**src/shared/irs_consts.svh**
```systemverilog
`ifndef IRS_CONSTS_SVH
`define IRS_CONSTS_SVH
// Register byte offsets
`define IRS_OFS_CTRL     8'h00
`define IRS_OFS_DEVINFO  8'h04
`define IRS_OFS_STATUS   8'h08
`define IRS_OFS_IDWORD   8'h0c
// Control register fields
`define IRS_CTRL_CS      0
`define IRS_CTRL_SUPP    1
`define IRS_CTRL_SINGLE  2
`define IRS_CTRL_ADDR_LO 8
`define IRS_CTRL_ADDR_HI 15
// Status register fields
`define IRS_ST_REQ       0
`define IRS_ST_SUPP      1
`define IRS_ST_CC_LO     4
`define IRS_ST_CC_HI     6
`define IRS_ST_ISB_LO    8
`define IRS_ST_ISB_HI    15
// Status byte bits, bit 0 is the most significant
`define IRS_ISB_B0       7
`define IRS_ISB_B1       6
`define IRS_ISB_B2       5
`define IRS_ISB_B3       4
`define IRS_ISB_B4       3
`define IRS_ISB_B5       2
`define IRS_ISB_B6       1
`define IRS_ISB_B7       0
// Reset values
`define IRS_CTRL_RST     32'h0000_0000
`define IRS_DEVINFO_RST  8'h00
// Interrupt condition codes
`define IRS_CC_CTL_END   3'h0
`define IRS_CC_PCI       3'h1
`define IRS_CC_EXC       3'h2
`define IRS_CC_DEV_END   3'h3
`define IRS_CC_ATTN      3'h4
`define IRS_CC_ATTN_PCI  3'h5
`define IRS_CC_ATTN_EXC  3'h6
`define IRS_CC_ATTN_END  3'h7
`endif

```
**src/shared/irs_pkg.sv**
```systemverilog
package irs_pkg;

    // Events raised by the device's operation logic
    typedef struct packed {
        logic       start;        // Start command accepted
        logic       status_avail; // Extra status readable
        logic       cmd_reject;   // Delayed command reject
        logic       len_err;      // Count / record length mismatch
        logic       dcb_err;      // Bad control block parameter
        logic       stor_parity;  // Bad storage parity on output
        logic       bad_addr;     // Address beyond storage
        logic       key_err;      // Wrong address key
        logic       bus_parity;   // Bus parity, channel or device
        logic       exception;    // Exception with no own bit
        logic [5:0] dev_bits;     // Device-specific status bits
        logic       pci;          // Control block asked for PCI
        logic [7:0] pci_id;       // Identifier of that block
        logic       attention;    // External event
        logic       norm_end;     // Operation ended normally
        logic       ctl_end;      // Controller became free
    } irs_evt_s;

    // Interrupt presentation toward the channel
    typedef struct packed {
        logic        req; // Interrupt request
        logic [2:0]  cc;  // Interrupt condition code
        logic [15:0] idw; // Identification word
    } irs_chan_s;

    typedef enum logic {
        IRS_IDLE = 1'b0,
        IRS_WAIT = 1'b1
    } irs_state_e;

endpackage

```
**src/irs_reporter.sv**
```systemverilog
// Implementation choices: the APB slave port and the address map.
`timescale 1ns/1ps
`include "irs_consts.svh"
// What this block does
// Sends status for reads, residuals and interrupts
// Presents 16-bit identification word on acceptance
// High byte is info byte, status for 2/6
// Low byte carries the device address
// Condition code 0 gives zero info byte
// Codes 1/5 carry the control block identifier
// Codes 3/7 may flag suppression in bit 0
// Code 4 info byte is device-specific
// Status byte cleared once interrupt is accepted
// Never report zero status byte, one exception
// Non-stealing bit 0 flags extra status
// Non-stealing bit 1 command reject ends operation
// Stealing bit 0 extra status ends operation
// Bit 0 alone: residual word device-defined
// Reject in bit 1 skips block fetch, with cycle steal only
// Length mismatch bit 2, not when suppressed
// Bad block parameters set bit 3
// Storage parity bit 4, data not driven
// Bad address bit 5 ends cycle steal
// Wrong address key sets bit 6
// Bus parity sets bit 7, ends operation
// Three-bit condition code reported with word
// Suppressed exception then normal end sets bit 0
// Word and code held until acceptance
module irs_reporter
    import irs_pkg::*;
(
    input  wire logic        pclk,        // Bus clock, 100 MHz
    input  wire logic        presetn,     // Async reset, active low
    input  wire logic        psel,        // APB select
    input  wire logic        penable,     // APB access phase
    input  wire logic        pwrite,      // APB write
    input  wire logic [7:0]  paddr,       // APB byte address
    input  wire logic [31:0] pwdata,      // APB write data
    output logic      [31:0] prdata,      // APB read data
    output logic             pready,      // APB ready
    output logic             pslverr,     // APB error
    input  wire irs_evt_s    evt,         // Device events, pulses
    input  wire logic        status_rd,   // Status transfer request
    output logic      [15:0] status_word, // Status transfer word
    input  wire logic        intr_ack,    // Channel accepts interrupt
    output irs_chan_s        chan,        // Interrupt presentation
    output logic             op_end,      // Terminate operation
    output logic             skip_fetch,  // Do not fetch block
    output logic             blk_drive    // Keep data off the bus
);

    ////////////////////////////////////////////////////////////////////
    // Declarations

    irs_state_e  st_r;
    irs_state_e  st_nxt;
    logic [31:0] ctrl_r;
    logic [31:0] ctrl_nxt;
    logic [7:0]  devinfo_r;
    logic [7:0]  devinfo_nxt;
    logic [2:0]  cc_r;
    logic [2:0]  cc_nxt;
    logic [15:0] idw_r;
    logic [15:0] idw_nxt;
    logic [7:0]  pci_id_r;
    logic [7:0]  pci_id_nxt;
    logic        supp_r;
    logic        supp_nxt;
    logic        op_end_r;
    logic        op_end_nxt;
    logic        skip_r;
    logic        skip_nxt;
    logic [15:0] stw_r;
    logic [15:0] stw_nxt;
    logic [7:0]  isb_set;
    logic [7:0]  isb_clr;
    logic [7:0]  isb_q;
    logic [4:0]  cause_set;
    logic [4:0]  cause_clr;
    logic [4:0]  cause_q;
    logic [7:0]  info;
    logic [7:0]  isb_rep;
    logic [2:0]  cc_sel;
    logic        cs_mode;
    logic        supp_on;
    logic        allow_zero;
    logic [7:0]  dev_addr;
    logic        launch;
    logic        wr_en;
    logic        rd_en;
    logic        hit;

    assign cs_mode    = ctrl_r[`IRS_CTRL_CS];
    assign supp_on    = ctrl_r[`IRS_CTRL_SUPP];
    assign allow_zero = ~cs_mode & ctrl_r[`IRS_CTRL_SINGLE];
    assign dev_addr   = ctrl_r[`IRS_CTRL_ADDR_HI:`IRS_CTRL_ADDR_LO];

    ////////////////////////////////////////////////////////////////////
    // Decode of a register offset, used for reads
    function automatic logic is_mapped(input logic [7:0] a);
        is_mapped = (a == `IRS_OFS_CTRL) || (a == `IRS_OFS_DEVINFO) ||
                    (a == `IRS_OFS_STATUS) || (a == `IRS_OFS_IDWORD);
    endfunction

    // Writable offsets only
    function automatic logic is_rw(input logic [7:0] a);
        is_rw = (a == `IRS_OFS_CTRL) || (a == `IRS_OFS_DEVINFO);
    endfunction

    ////////////////////////////////////////////////////////////////////
    // Error events mapped onto the status byte
    always_comb
    begin
        isb_set = 8'h00;
        isb_set[`IRS_ISB_B0] = evt.status_avail;
        isb_set[`IRS_ISB_B1] = evt.cmd_reject;
        if (cs_mode)
        begin
            isb_set[`IRS_ISB_B2] = evt.len_err & ~supp_on;
            isb_set[`IRS_ISB_B3] = evt.dcb_err;
            isb_set[`IRS_ISB_B4] = evt.stor_parity;
            isb_set[`IRS_ISB_B5] = evt.bad_addr;
            isb_set[`IRS_ISB_B6] = evt.key_err;
            isb_set[`IRS_ISB_B7] = evt.bus_parity;
        end
        else
        begin
            isb_set[5:0] = evt.dev_bits;
        end
    end

    // Status byte flags; several may stand at once
    irs_sticky #(
        .W(8)
    ) u_isb (
        .clk   (pclk),
        .rst_n (presetn),
        .set   (isb_set),
        .clr   (isb_clr),
        .q     (isb_q)
    );

    ////////////////////////////////////////////////////////////////////
    // Interrupt causes: {ctl_end, exception, pci, attention, end}
    always_comb
    begin
        cause_set = {evt.ctl_end,
                     (|isb_set) | evt.exception,
                     evt.pci,
                     evt.attention,
                     evt.norm_end};
    end

    irs_sticky #(
        .W(5)
    ) u_cause (
        .clk   (pclk),
        .rst_n (presetn),
        .set   (cause_set),
        .clr   (cause_clr),
        .q     (cause_q)
    );

    ////////////////////////////////////////////////////////////////////
    // Condition code and information byte from the pending causes
    always_comb
    begin
        isb_rep = isb_q;
        if (isb_q == 8'h00 && !allow_zero)
            isb_rep[`IRS_ISB_B0] = 1'b1;
        if (cause_q[3])
        begin
            cc_sel = cause_q[1] ? `IRS_CC_ATTN_EXC : `IRS_CC_EXC;
            info   = isb_rep;
        end
        else if (cause_q[2])
        begin
            cc_sel = cause_q[1] ? `IRS_CC_ATTN_PCI : `IRS_CC_PCI;
            info   = pci_id_r;
        end
        else if (cause_q[0])
        begin
            cc_sel = cause_q[1] ? `IRS_CC_ATTN_END : `IRS_CC_DEV_END;
            info   = {supp_r & supp_on, devinfo_r[6:0]};
        end
        else if (cause_q[1])
        begin
            cc_sel = `IRS_CC_ATTN;
            info   = devinfo_r;
        end
        else
        begin
            cc_sel = `IRS_CC_CTL_END;
            info   = 8'h00;
        end
    end

    ////////////////////////////////////////////////////////////////////
    // Presentation sequence: latch, hold, release on acceptance
    always_comb
    begin
        st_nxt    = st_r;
        cc_nxt    = cc_r;
        idw_nxt   = idw_r;
        isb_clr   = 8'h00;
        cause_clr = 5'h00;
        launch    = (st_r == IRS_IDLE) && (|cause_q);
        unique case (st_r)
            IRS_IDLE:
            begin
                if (launch)
                begin
                    st_nxt  = IRS_WAIT;
                    cc_nxt  = cc_sel;
                    idw_nxt = {info, dev_addr};
                end
            end
            IRS_WAIT:
            begin
                if (intr_ack)
                begin
                    st_nxt    = IRS_IDLE;
                    isb_clr   = isb_q;
                    cause_clr = cause_q;
                end
            end
        endcase
    end

    always_ff @(posedge pclk or negedge presetn)
    begin
        if (!presetn)
        begin
            st_r  <= IRS_IDLE;
            cc_r  <= 3'h0;
            idw_r <= 16'h0000;
        end
        else
        begin
            st_r  <= st_nxt;
            cc_r  <= cc_nxt;
            idw_r <= idw_nxt;
        end
    end

    assign chan.req = (st_r == IRS_WAIT);
    assign chan.cc  = cc_r;
    assign chan.idw = idw_r;

    ////////////////////////////////////////////////////////////////////
    // Side state: block identifier, suppression memory, terminations
    always_comb
    begin
        pci_id_nxt = evt.pci ? evt.pci_id : pci_id_r;
        supp_nxt   = supp_r;
        if (evt.start || (intr_ack && st_r == IRS_WAIT && cause_q[0]))
            supp_nxt = 1'b0;
        if (evt.len_err && supp_on)
            supp_nxt = 1'b1;
        // Any error flag ends the work; plain extra status only with cycle steal
        op_end_nxt = (|isb_set[6:0]) | (cs_mode & isb_set[7]);
        skip_nxt   = cs_mode & evt.cmd_reject;
        stw_nxt    = status_rd ? {isb_q, dev_addr} : stw_r;
    end

    always_ff @(posedge pclk or negedge presetn)
    begin
        if (!presetn)
        begin
            pci_id_r <= 8'h00;
            supp_r   <= 1'b0;
            op_end_r <= 1'b0;
            skip_r   <= 1'b0;
            stw_r    <= 16'h0000;
        end
        else
        begin
            pci_id_r <= pci_id_nxt;
            supp_r   <= supp_nxt;
            op_end_r <= op_end_nxt;
            skip_r   <= skip_nxt;
            stw_r    <= stw_nxt;
        end
    end

    assign op_end      = op_end_r;
    assign skip_fetch  = skip_r;
    assign status_word = stw_r;
    // Bad-parity data must never reach the bus, so no flop here
    assign blk_drive   = cs_mode & evt.stor_parity;

    ////////////////////////////////////////////////////////////////////
    // APB slave: zero wait states, error on unmapped or read-only write
    assign wr_en   = psel & penable & pwrite;
    assign rd_en   = psel & penable & ~pwrite;
    assign hit     = pwrite ? is_rw(paddr) : is_mapped(paddr);
    assign pready  = 1'b1;
    assign pslverr = psel & penable & ~hit;

    always_comb
    begin
        ctrl_nxt    = ctrl_r;
        devinfo_nxt = devinfo_r;
        if (wr_en && paddr == `IRS_OFS_CTRL)
            ctrl_nxt = {16'h0000, pwdata[15:8], 5'h00, pwdata[2:0]};
        if (wr_en && paddr == `IRS_OFS_DEVINFO)
            devinfo_nxt = pwdata[7:0];
    end

    always_ff @(posedge pclk or negedge presetn)
    begin
        if (!presetn)
        begin
            ctrl_r    <= `IRS_CTRL_RST;
            devinfo_r <= `IRS_DEVINFO_RST;
        end
        else
        begin
            ctrl_r    <= ctrl_nxt;
            devinfo_r <= devinfo_nxt;
        end
    end

    // Read data mux; unmapped reads return zero
    always_comb
    begin
        prdata = 32'h0000_0000;
        if (rd_en)
        begin
            unique case (paddr)
                `IRS_OFS_CTRL:    prdata = ctrl_r;
                `IRS_OFS_DEVINFO: prdata = {24'h000000, devinfo_r};
                `IRS_OFS_STATUS:
                begin
                    prdata[`IRS_ST_REQ]  = chan.req;
                    prdata[`IRS_ST_SUPP] = supp_r;
                    prdata[`IRS_ST_CC_HI:`IRS_ST_CC_LO]   = cc_r;
                    prdata[`IRS_ST_ISB_HI:`IRS_ST_ISB_LO] = isb_q;
                end
                `IRS_OFS_IDWORD:  prdata = {16'h0000, idw_r};
                default:          prdata = 32'h0000_0000;
            endcase
        end
    end

endmodule

```
**src/irs_sticky.sv**
```systemverilog
`timescale 1ns/1ps
module irs_sticky #(
    parameter int W = 8
) (
    input  wire logic         clk,   // Clock
    input  wire logic         rst_n, // Async reset, active low
    input  wire logic [W-1:0] set,   // Set pulses
    input  wire logic [W-1:0] clr,   // Clear pulses
    output logic      [W-1:0] q      // Sticky flags
);

    logic [W-1:0] q_r;
    logic [W-1:0] q_nxt;

    ////////////////////////////////////////////////////////////////////
    // One flag per bit, a set in the clear cycle wins
    genvar i;
    generate
        for (i = 0; i < W; i++)
        begin : g_bit
            always_comb
            begin
                q_nxt[i] = set[i] | (q_r[i] & ~clr[i]);
            end

            always_ff @(posedge clk or negedge rst_n)
            begin
                if (!rst_n)
                    q_r[i] <= 1'b0;
                else
                    q_r[i] <= q_nxt[i];
            end
        end
    endgenerate

    assign q = q_r;

endmodule
```
**config.mk**
```make
export PLATFORM = sky130hd
export DESIGN_NAME = irs_reporter
export DESIGN_NICKNAME = d
export VERILOG_FILES = /design/src/shared/irs_pkg.sv /design/src/irs_reporter.sv /design/src/irs_sticky.sv
export VERILOG_INCLUDE_DIRS = /design/src /design/src/shared
export SDC_FILE = /design/constraint.sdc
export NUM_CORES = 1
export LEC_CHECK = 0
export BUFFER_PORTS_ARGS = -buffer_cell sky130_fd_sc_hd__clkbuf_2
export CORE_ASPECT_RATIO = 0.8
export CORE_MARGIN = 1
export CORE_UTILIZATION = 30
export DETAILED_ROUTE_END_ITERATION = 16
export PLACE_DENSITY = 0.54
export SYNTH_ARGS = -nofsm -noshare
export SYNTH_HDL_FRONTEND = slang
export SYNTH_SLANG_ARGS = --single-unit
export TNS_END_PERCENT = 20
```
**constraint.sdc**
```tcl
create_clock -name pclk -period 2.7 [get_ports pclk]
set_input_delay 0.675 -clock pclk [delete_from_list [all_inputs] [get_ports pclk]]
set_output_delay 0.675 -clock pclk [all_outputs]
set_load 0.02 [all_outputs]
```
==> results.md, run 1 <==
- Antenna violations before repair: 0
- RSZ-0062 raised after global routing: true
- Gr usage total: 16.8%
- Die Span Y: 102 um
- Synthesized area: 3770 um^2
- Fraction of layout cells with a size suffix above 1: 50.0%
- PortBufs: 114
- Critical path's largest stage delay: 0.53 ns
- Clock H-tree levels: 3
- IO Count: 148
- Violated checks: setup timing
- Final Max Tran Viols: 0
- Number of buffers created by CTS: 9
- Cell Int Power: 0.00218 W
- Crit path max fanout: 4
- Worst-path cell chain: clkbuf_2, or4_4, nor3_4, nand3b_1, buf_6, buf_4, nor2b_4, buf_6
- Placement Setup Slack: -0.252 ns
- Run status: finished, violations left
- Clock Sink Count: 79
- Detail Route Antenna Nets: 0
- FF-to-FF setup slack: 0.67 ns
- Ant diodes: 0
- Min Tclk post-route: 2.76 ns
- FMAX: 362 MHz
- Final hold violations: 0
- GP Congestion: 0.761
- P_sw: 0.000752 W
- Drt total wl: 10.4 mm
- HP Class: in2async
- Ys flop type: dfrtp_1
- Switching share of power: 25.7%
- DRT Pass-1 Iters: 4
- DRC viols: 0
- Worst relative slew slack: 57.9%
- Die width: 127 um
- Final core occ: 40.1%
- Row cnt: 36
- Synth Instances: 310
- Post-synth EDFFs: 0
- Vias in the first global route: 2776
- Asr flop ratio synth: 100%
- Combinational cell fraction of total power: 13.4%
- Core box area: 12200 um^2
- Worst-Skew Late Latency: 0.34 ns
- Die ar.: 13000 um^2
- Largest net degree at the start of global routing: 47
- TNS Setup: -0.349 ns
- Total number of vias: 2915
- Critical Path AT: 2.09 ns
- Tcrit/Tclk final: 102%
- Crit path top cell by count: buf_6
- #FFs+latches synth: 79
- CTS root buffer: clkbuf_16
- HPWL Detailed: 7.84 mm
- Count of cell types in the netlist: 41
- Leakage power: 2.40 nW
- Skew final: 0.00839 ns
- WS Path Type: in2out
- CP delay by family, top: simple AND/OR/NAND/NOR gates
- DRT iter0 DRCs: 149
- Setup crit start kind: primary input
- Max rail drop VDD: 0.273 mV
- Most common cell after layout, fill and taps aside: clkbuf_2
- Final WS setup: -0.0603 ns
- Detailed-route wire length per cell: 17.2 um
- Number of max-cap violations: 0
- GRT overflow: 0
- Sequential cell area fraction in the yosys report: 52.4%
- Pwr dens: 599 nW/um^2
- Crit-path slowest cell: or4_4
- Vias per cell: 4.82
- Clock power share: 41.5%
- Number of setup violations in the final report: 15
- Synth warn: 0
- First-pass GRT wire length: 15.9 mm
- Reg clk slew, reported paths: 0.06 ns
- Required time worst endpoint: 2.03 ns
- Initial core utilization: 30.9%
- Synth-to-layout area growth: 29.7%
- CTS tree: done
- Final #Nets: 505
- Least-Margin Pin Slew: 0.631 ns
- Most frequent cells in the layout: 100 x clkbuf_2, 79 x dfrtp_1, 62 x mux2_2
- Clock Tree Buf Depth: 2
- Worst setup EP type: primary output
- Post-synthesis area per instance: 12.2 um^2
- Crit path buf inv count: 4
- Flop pwr share: 45.2%
==> final cells by class <==
cell class / count / area (um^2)
Fill cell: 1229 / 7320
Sequential cell: 79 / 1980
Multi-Input combinational cell: 207 / 1650
Timing Repair Buffer: 129 / 733
Clock buffer: 12 / 256
Tap cell: 171 / 214
Clock inverter: 3 / 42.5
Inverter: 4 / 15.0
==> power by group through the flow <==
stage,combinational [W],clock (W),sequential (W)
floorplan,0.000201,0,0.00137
global placement,0.000392,0,0.00134
detailed placement,0.000397,0,0.00135
CTS,0.000398,0.00124,0.00132
global route,0.000430,0.00130,0.00133
finish,0.000392,0.00122,0.00132
==> state kept, by name, indices dropped and copies added, names as in the netlist <==
register	flops
st_r	1
u_cause.q	5
pci_id_r	8
op_end	1
skip_fetch	1
idw_r	16
u_isb.q	8
devinfo_r	8
status_word	16
cc_r	3
supp_r	1
ctrl_r	11
==> metal layers <==
layer  routed length, um  track usage, %  up-vias
met5                   0               0        -
met4                 213            6.04        0
met3                 715            5.45       16
met2                4780            25.8       99
met1                4710            22.2     1462
li1                    -               -     1338
==> cell families (layout without fill, tap and decap cells) <==
| group | count (synthesis) | count (layout) | synth area share [%] |
|---|---|---|---|
| flip-flops | 79 | 79 | 52.4 |
| AO/OA/AOI/OAI | 55 | 55 | 11.3 |
| multiplexers | 67 | 67 | 20.5 |
| AND/OR/NAND/NOR | 68 | 68 | 9.39 |
| other | 2 | 17 | 0.199 |
| buffers and inverters | 39 | 148 | 6.17 |
==> synth_stat cells (4+ instances only) <==
| cell | instances | share of area [%] |
|---|---|---|
| dfrtp_1 | 79 | 52 |
| mux2_2 | 62 | 19 |
| nor2_1 | 25 | 2.5 |
| buf_4 | 20 | 4.0 |
| nand2_1 | 15 | 1.5 |
| a22oi_1 | 11 | 2.2 |
| clkbuf_1 | 9 | 0.90 |
| nor2b_1 | 9 | 1.5 |
| o31ai_1 | 8 | 1.6 |
| a21o_1 | 7 | 1.4 |
| a221oi_1 | 7 | 1.6 |
| a221o_1 | 5 | 1.3 |
| a21oi_1 | 4 | 0.53 |
| inv_1 | 4 | 0.40 |
==> timing repair <==
action / CTS / global route
pin swaps: 0 / 1
setup endpoints to repair: 16 / 16
resized for setup: 10 / 18
hold buffers: 0 / 0
buffers inserted: 2 / 0
==> worst register-to-register path, stage by stage (launching register included) <==
cell and delay [ns]:
dfrtp_1 0.52, or4_1 0.56, o21bai_2 0.12, buf_4 0.33, mux2_2 0.39
==> metrics by stage <==
| stage | instance area (um^2) | hold WS (ns) | total power [W] | std cells |
|---|---|---|---|---|
| 2_1_floorplan | 3830 | 0.379 | 0.00157 | 325 |
| 3_3_place_gp | 4520 | 0.458 | 0.00174 | 589 |
| 3_5_place_dp | 4520 | 0.461 | 0.00174 | 589 |
| 4_1_cts | 4860 | 0.374 | 0.00297 | 605 |
| 5_1_grt | 4890 | 0.388 | 0.00306 | 605 |
| 6_report | 4890 | 0.356 | 0.00293 | 605 |
==> worst paths after layout <==
path | startpoint | endpoint | depth (start not counted)
setup / recovery | paddr[5] | prdata[0] | 8
hold / removal | presetn | ctrl_r[9]$_DFFE_PN0P_ | 1
setup reg to reg | u_cause.q[2]$_DFF_PN0_ | idw_r[4]$_DFFE_PN0P_ | 4
hold reg to reg | u_cause.q[4]$_DFF_PN0_ | u_cause.q[4]$_DFF_PN0_ | 1
max in group asynchronous | presetn | u_isb.q[4]$_DFF_PN0_ | 2
min in group pclk | u_cause.q[4]$_DFF_PN0_ | u_cause.q[4]$_DFF_PN0_ | 1
Note: power is estimated with default switching activity, not from simulation.
==> inputs of run 2 (changes only) <==
clock period = 3.3 ns   (was 2.7 ns; I/O delays follow)
==> results.md, run 2 (same netlist as run 1, synthesis figures left out) <==
- Die ar.: 13000 um^2 (unchanged)
- Least-Margin Pin Slew: 1.01 ns (was 0.631 ns)
- Crit path max fanout: 12 (was 4)
- WS Path Type: in2out (unchanged)
- Critical Path AT: 2.33 ns (was 2.09 ns)
- Run status: finished clean (was finished, violations left)
- TNS Setup: 0 ns (was -0.349 ns)
- Max rail drop VDD: 0.275 mV (was 0.273 mV)
- DP Cell Count: 579 (was 589)
- Placement Setup Slack: 0.0496 ns (was -0.252 ns)
- Hold_buf cts: 0 (unchanged)
- Number of max-cap violations: 0 (unchanged)
- FF-to-FF setup slack: 1.28 ns (was 0.67 ns)
- Ant diodes: 0 (unchanged)
- Worst relative slew slack: 32.8% (was 57.9%)
- Synth-to-layout area growth: 25.8% (was 29.7%)
- Vias per cell: 4.82 (about the same)
- Reg2reg end: idw_r[0]$_DFFE_PN0P_ (was idw_r[4]$_DFFE_PN0P_)
- IO Count: 148 (unchanged)
- Total number of vias: 2875 (was 2915)
- Final hold violations: 0 (unchanged)
- Die width: 127 um (unchanged)
- Drt total wl: 10.2 mm (was 10.4 mm)
- Final #Nets: 496 (was 505)
- Clock H-tree levels: 3 (unchanged)
- Most frequent cells in the layout: 113 x clkbuf_2, 79 x dfrtp_1, 62 x mux2_2 (was 100 x clkbuf_2, 79 x dfrtp_1, 62 x mux2_2)
- Worst r2r src: u_cause.q[2]$_DFF_PN0_ (unchanged)
- Core box area: 12200 um^2 (unchanged)
- Worst setup EP type: primary output (unchanged)
- Post-Layout Cell Count: 596 (was 605)
- HP Class: reg2reg (was in2async)
- Number of buffers created by CTS: 9 (unchanged)
- Skew final: 0.00860 ns (was 0.00839 ns)
- Detail Route Antenna Nets: 0 (unchanged)
- First-pass GRT wire length: 15.6 mm (was 15.9 mm)
- CTS tree: done (unchanged)
- Final Max Tran Viols: 0 (unchanged)
- GRT overflow: 0 (unchanged)
- Pwr dens: 504 nW/um^2 (was 599 nW/um^2)
- Vias in the first global route: 2718 (was 2776)
- Clock Sink Count: 79 (unchanged)
- Leakage power: 2.32 nW (was 2.40 nW)
- Largest net degree at the start of global routing: 80 (was 47)
- Tcrit/Tclk final: 95.6%
- Antenna violations before repair: 0 (unchanged)
- GP Congestion: 0.776 (was 0.761)
- DRC viols: 0 (unchanged)
- Detailed-route wire length per cell: 17.2 um (about the same)
- Die Span Y: 102 um (unchanged)
- Clock Tree Buf Depth: 2 (unchanged)
- Gr usage total: 16.5% (was 16.8%)
- FMAX: 317 MHz
- Setup crit start: paddr[5] (unchanged)
- Worst setup path endpoint: prdata[2] (was prdata[0])
- Register-to-Register Path Depth: 4 (unchanged)
- CTS root buffer: clkbuf_16 (unchanged)
- Initial core utilization: 30.9% (unchanged)
- RSZ-0062 raised after global routing: false (was true)
- Row cnt: 36 (unchanged)
- Final WS setup: 0.145 ns (was -0.0603 ns)
- HPWL Detailed: 7.58 mm (was 7.84 mm)
- PortBufs: 114 (unchanged)
- Required time worst endpoint: 2.47 ns (was 2.03 ns)
- Min Tclk post-route: 3.15 ns
- CTS resizes: 0 (was 10)
- Worst-Skew Late Latency: 0.34 ns (about the same)
- Setup crit start kind: primary input (unchanged)
- Number of setup violations in the final report: 0 (was 15)
- Fraction of layout cells with a size suffix above 1: 48.0% (was 50.0%)
- DRT Pass-1 Iters: 4 (unchanged)
- DRT iter0 DRCs: 135 (was 149)
- Reg clk slew, reported paths: 0.06 ns (about the same)
- Most common cell after layout, fill and taps aside: clkbuf_2 (unchanged)
[run 2: changes by cell type in the layout (fill, tap and decap cells not counted), sizes merged]
cell / delta
buf: -19
clkbuf: +10
[run 2: timing repair]
action / 4_1_cts / 5_1_grt
setup endpoints to repair: 0 / 10
hold endpoints to repair: 0 / 0
setup buffers: 0 / 2
[run 2: worst min path at each step]
stage	cells past startpoint	slack [ns]	start	end
3_5_place_dp	1	0.46	u_cause.q[4]$_DFF_PN0_	u_cause.q[4]$_DFF_PN0_
3_3_place_gp	1	0.46	u_cause.q[4]$_DFF_PN0_	u_cause.q[4]$_DFF_PN0_
6_report	1	0.47	u_cause.q[4]$_DFF_PN0_	u_cause.q[4]$_DFF_PN0_
4_1_cts	1	0.47	u_cause.q[4]$_DFF_PN0_	u_cause.q[4]$_DFF_PN0_
2_1_floorplan	1	0.44	u_cause.q[4]$_DFF_PN0_	u_cause.q[4]$_DFF_PN0_
5_1_grt	1	0.50	u_cause.q[4]$_DFF_PN0_	u_cause.q[4]$_DFF_PN0_
[run 2: critical path, stage by stage]
cell	delay (ns)
clkbuf_2	0.08
or4_4	0.53
nor3_4	0.14
nand3b_1	0.22
buf_4	0.25
nor2_1	0.11
clkbuf_2	0.18
[run 2: area by class of cell]
| cell class | count | area [um^2] |
|---|---|---|
| fillers | 1256 | 7460 |
| clock buffers | 12 | 256 |
| clock inverters | 3 | 42.5 |
| inverters | 4 | 15.0 |
| repair buffers | 120 | 618 |
| well taps | 171 | 214 |
| multi-input cells | 207 | 1620 |
| flip-flops and latches | 79 | 1980 |
[run 2: power by group]
part	switching, W	internal, W	total, W
logic	0.000181	0.000126	0.000307
registers	0.0000573	0.00103	0.00108
clock network	0.000378	0.000622	0.000999
[run 2: per-stage QoR]
stage | instance area (um^2) | power, W | utilization (%) | hold slack, ns
after global routing | 4740 | 0.00249 | 38.9 | 0.500
after global placement | 4430 | 0.00141 | 36.3 | 0.459
after detailed placement | 4430 | 0.00142 | 36.3 | 0.461
after floorplan | 3830 | 0.00128 | - | 0.440
after CTS | 4730 | 0.00242 | 38.7 | 0.474
final | 4740 | 0.00239 | 38.9 | 0.471
[run 2: layer usage]
metal  share of wire, %  routed length, um  global-route usage [%]  vias up
met2                 47               4800                    25.4       92
met4                1.4                147                    5.68        0
met3                6.6                672                    5.86       12
met1                 45               4630                    21.7     1454
li1                   -                  -                       -     1317
met5                  0                  0                       0        -
==> inputs of run 3 (changes only) <==
CORE_ASPECT_RATIO = 0.6   (was 0.8)
==> results.md, run 3 (same netlist as run 1, synthesis figures left out) <==
- Run status: finished clean (unchanged)
- Ant diodes: 0 (unchanged)
- Worst relative slew slack: 33.1% (was 32.8%)
- Setup crit start kind: primary input (unchanged)
- CTS root buffer: clkbuf_16 (unchanged)
- Leakage power: 2.33 nW (was 2.32 nW)
- Crit path buf inv count: 3 (unchanged)
- Vias in the first global route: 2769 (was 2718)
- Clock H-tree levels: 3 (unchanged)
- Clock Tree Buf Depth: 2 (unchanged)
- RSZ-0062 raised after global routing: false (unchanged)
- Crit path max fanout: 16 (was 12)
- HPWL Detailed: 7.81 mm (was 7.58 mm)
- Grt peak-use layer: met1 (was met2)
- Hold Path Depth: 1 (unchanged)
- Min Tclk post-route: 3.12 ns (was 3.15 ns)
- FF-to-FF setup slack: 1.24 ns (was 1.28 ns)
- Pwr dens: 520 nW/um^2 (was 504 nW/um^2)
- Clock Sink Count: 79 (unchanged)
- Met2 Usage GRT: 22.7% (was 25.4%)
- Final hold violations: 0 (unchanged)
- Detailed-route wire length per cell: 17.4 um (was 17.2 um)
- DRT iter0 DRCs: 131 (was 135)
- Power Total: 0.00247 W (was 0.00239 W)
- Final #Nets: 494 (was 496)
- First-pass GRT wire length: 16.0 mm (was 15.6 mm)
- Hold WS: 0.473 ns (was 0.471 ns)
- Crit path top cell by count: clkbuf_2 (unchanged)
- DRC viols: 0 (unchanged)
- Hold_sp: u_cause.q[4]$_DFF_PN0_ (unchanged)
- Final core occ: 39.1% (was 38.9%)
- Least-Margin Pin Slew: 1.00 ns (was 1.01 ns)
- Critical Path AT: 2.30 ns (was 2.33 ns)
- Number of setup violations in the final report: 0 (unchanged)
- Global Route met1 Usage: 24.5% (was 21.7%)
- Reg2reg end: idw_r[5]$_DFFE_PN0P_ (was idw_r[0]$_DFFE_PN0P_)
- Tcrit/Tclk final: 94.6% (was 95.6%)
- Drt total wl: 10.3 mm (was 10.2 mm)
- WS Path Type: in2out (unchanged)
- Number of buffers created by CTS: 9 (unchanged)
- Detail Route Antenna Nets: 0 (unchanged)
- CTS resizes: 0 (unchanged)
- GP Congestion: 0.830 (was 0.776)
- Required time worst endpoint: 2.47 ns (about the same)
- TNS Setup: 0 ns (unchanged)
- PortBufs: 114 (unchanged)
- Skew final: 0.00570 ns (was 0.00860 ns)
- GRT overflow: 0 (unchanged)
- Vias per cell: 4.80 (was 4.82)
- CP delay by family, top: simple AND/OR/NAND/NOR gates (unchanged)
- Synth-to-layout area growth: 25.9% (was 25.8%)
- Crit-path slowest cell: or4_4 (unchanged)
- Final WS setup: 0.177 ns (was 0.145 ns)
- FMAX: 320 MHz (was 317 MHz)
- Gr usage total: 16.7% (was 16.5%)
- Most common cell after layout, fill and taps aside: clkbuf_2 (unchanged)
- Worst-path cell chain: clkbuf_2, or4_4, nor3_4, nand3b_1, buf_4, nor3b_1, clkbuf_2 (was clkbuf_2, or4_4, nor3_4, nand3b_1, buf_4, nor2_1, clkbuf_2)
- Hold Path End: u_cause.q[4]$_DFF_PN0_ (unchanged)
- Most frequent cells in the layout: 113 x clkbuf_2, 79 x dfrtp_1, 62 x mux2_2 (unchanged)
- CTS tree: done (unchanged)
- Max rail drop VDD: 0.258 mV (was 0.275 mV)
- Core box area: 12100 um^2 (was 12200 um^2)
- Die width: 147 um (was 127 um)
- Fraction of layout cells with a size suffix above 1: 47.6% (was 48.0%)
- DRT Pass-1 Iters: 4 (unchanged)
- Worst setup EP type: primary output (unchanged)
- Die Span Y: 88.8 um (was 102 um)
- Row cnt: 31 (was 36)
- Final Max Tran Viols: 0 (unchanged)
- Antenna violations before repair: 0 (unchanged)
- Placement Setup Slack: 0.193 ns (was 0.0496 ns)
- Reg clk slew, reported paths: 0.06 ns (about the same)
- Hold_buf cts: 0 (unchanged)
- Total number of vias: 2826 (was 2875)
- HP Class: reg2reg (unchanged)
- Critical path's largest stage delay: 0.53 ns (about the same)
- Register-to-Register Path Depth: 4 (unchanged)
- Initial core utilization: 31.1% (was 30.9%)
- Worst-Skew Late Latency: 0.33 ns (was 0.34 ns)
- Met3 GRT Util: 6.24% (was 5.86%)
- Worst r2r src: u_cause.q[2]$_DFF_PN0_ (unchanged)
- Die ar.: 13000 um^2 (about the same)
- Post-CTS Setup Inserts: 0 (unchanged)
- Largest net degree at the start of global routing: 80 (unchanged)
- Number of max-cap violations: 0 (unchanged)
- IO Count: 148 (unchanged)
[run 3: cell count changes in the layout (fill, tap and decap cells not counted), sizes merged]
cell	previous run	this run
buf	7	5
bufinv	1	2
clkbuf	125	126
clkinvlp	1	0
[run 3: stage by stage]
step           std cells  area, um^2
6_report             589        4750
5_1_grt              589        4750
4_1_cts              589        4750
3_5_place_dp         573        4420
3_3_place_gp         573        4420
2_1_floorplan        325        3830
[run 3: final cells by class]
class	instances	area, um^2
Tap cell	165	206
Inverter	4	15.0
Multi-Input combinational cell	207	1620
Fill cell	1197	7390
Sequential cell	79	1980
Timing Repair Buffer	118	603
Clock inverter	3	65.1
Clock buffer	13	260
[run 3: layer usage]
layer  vias up  wire (um)  share of wire [%]
met5         -          0                  0
met3         9        916                8.9
met2       121       3990                 39
li1       1314          -                  -
met4         0         78               0.76
met1      1382       5280                 51
[run 3: worst max-delay path by stage]
stage / start / end / depth (start not counted)
after global placement: paddr[5] / prdata[7] / 7
final: paddr[5] / prdata[3] / 7
after global routing: paddr[5] / prdata[3] / 7
after floorplan: paddr[5] / prdata[3] / 4
after detailed placement: paddr[5] / prdata[3] / 7
after CTS: paddr[5] / prdata[3] / 7
[run 3: report_power, final]
group          leakage, nW  internal (W)  switching (W)
clock                0.160      0.000703       0.000376
combinational         1.20      0.000125       0.000177
sequential           0.974       0.00103      0.0000620
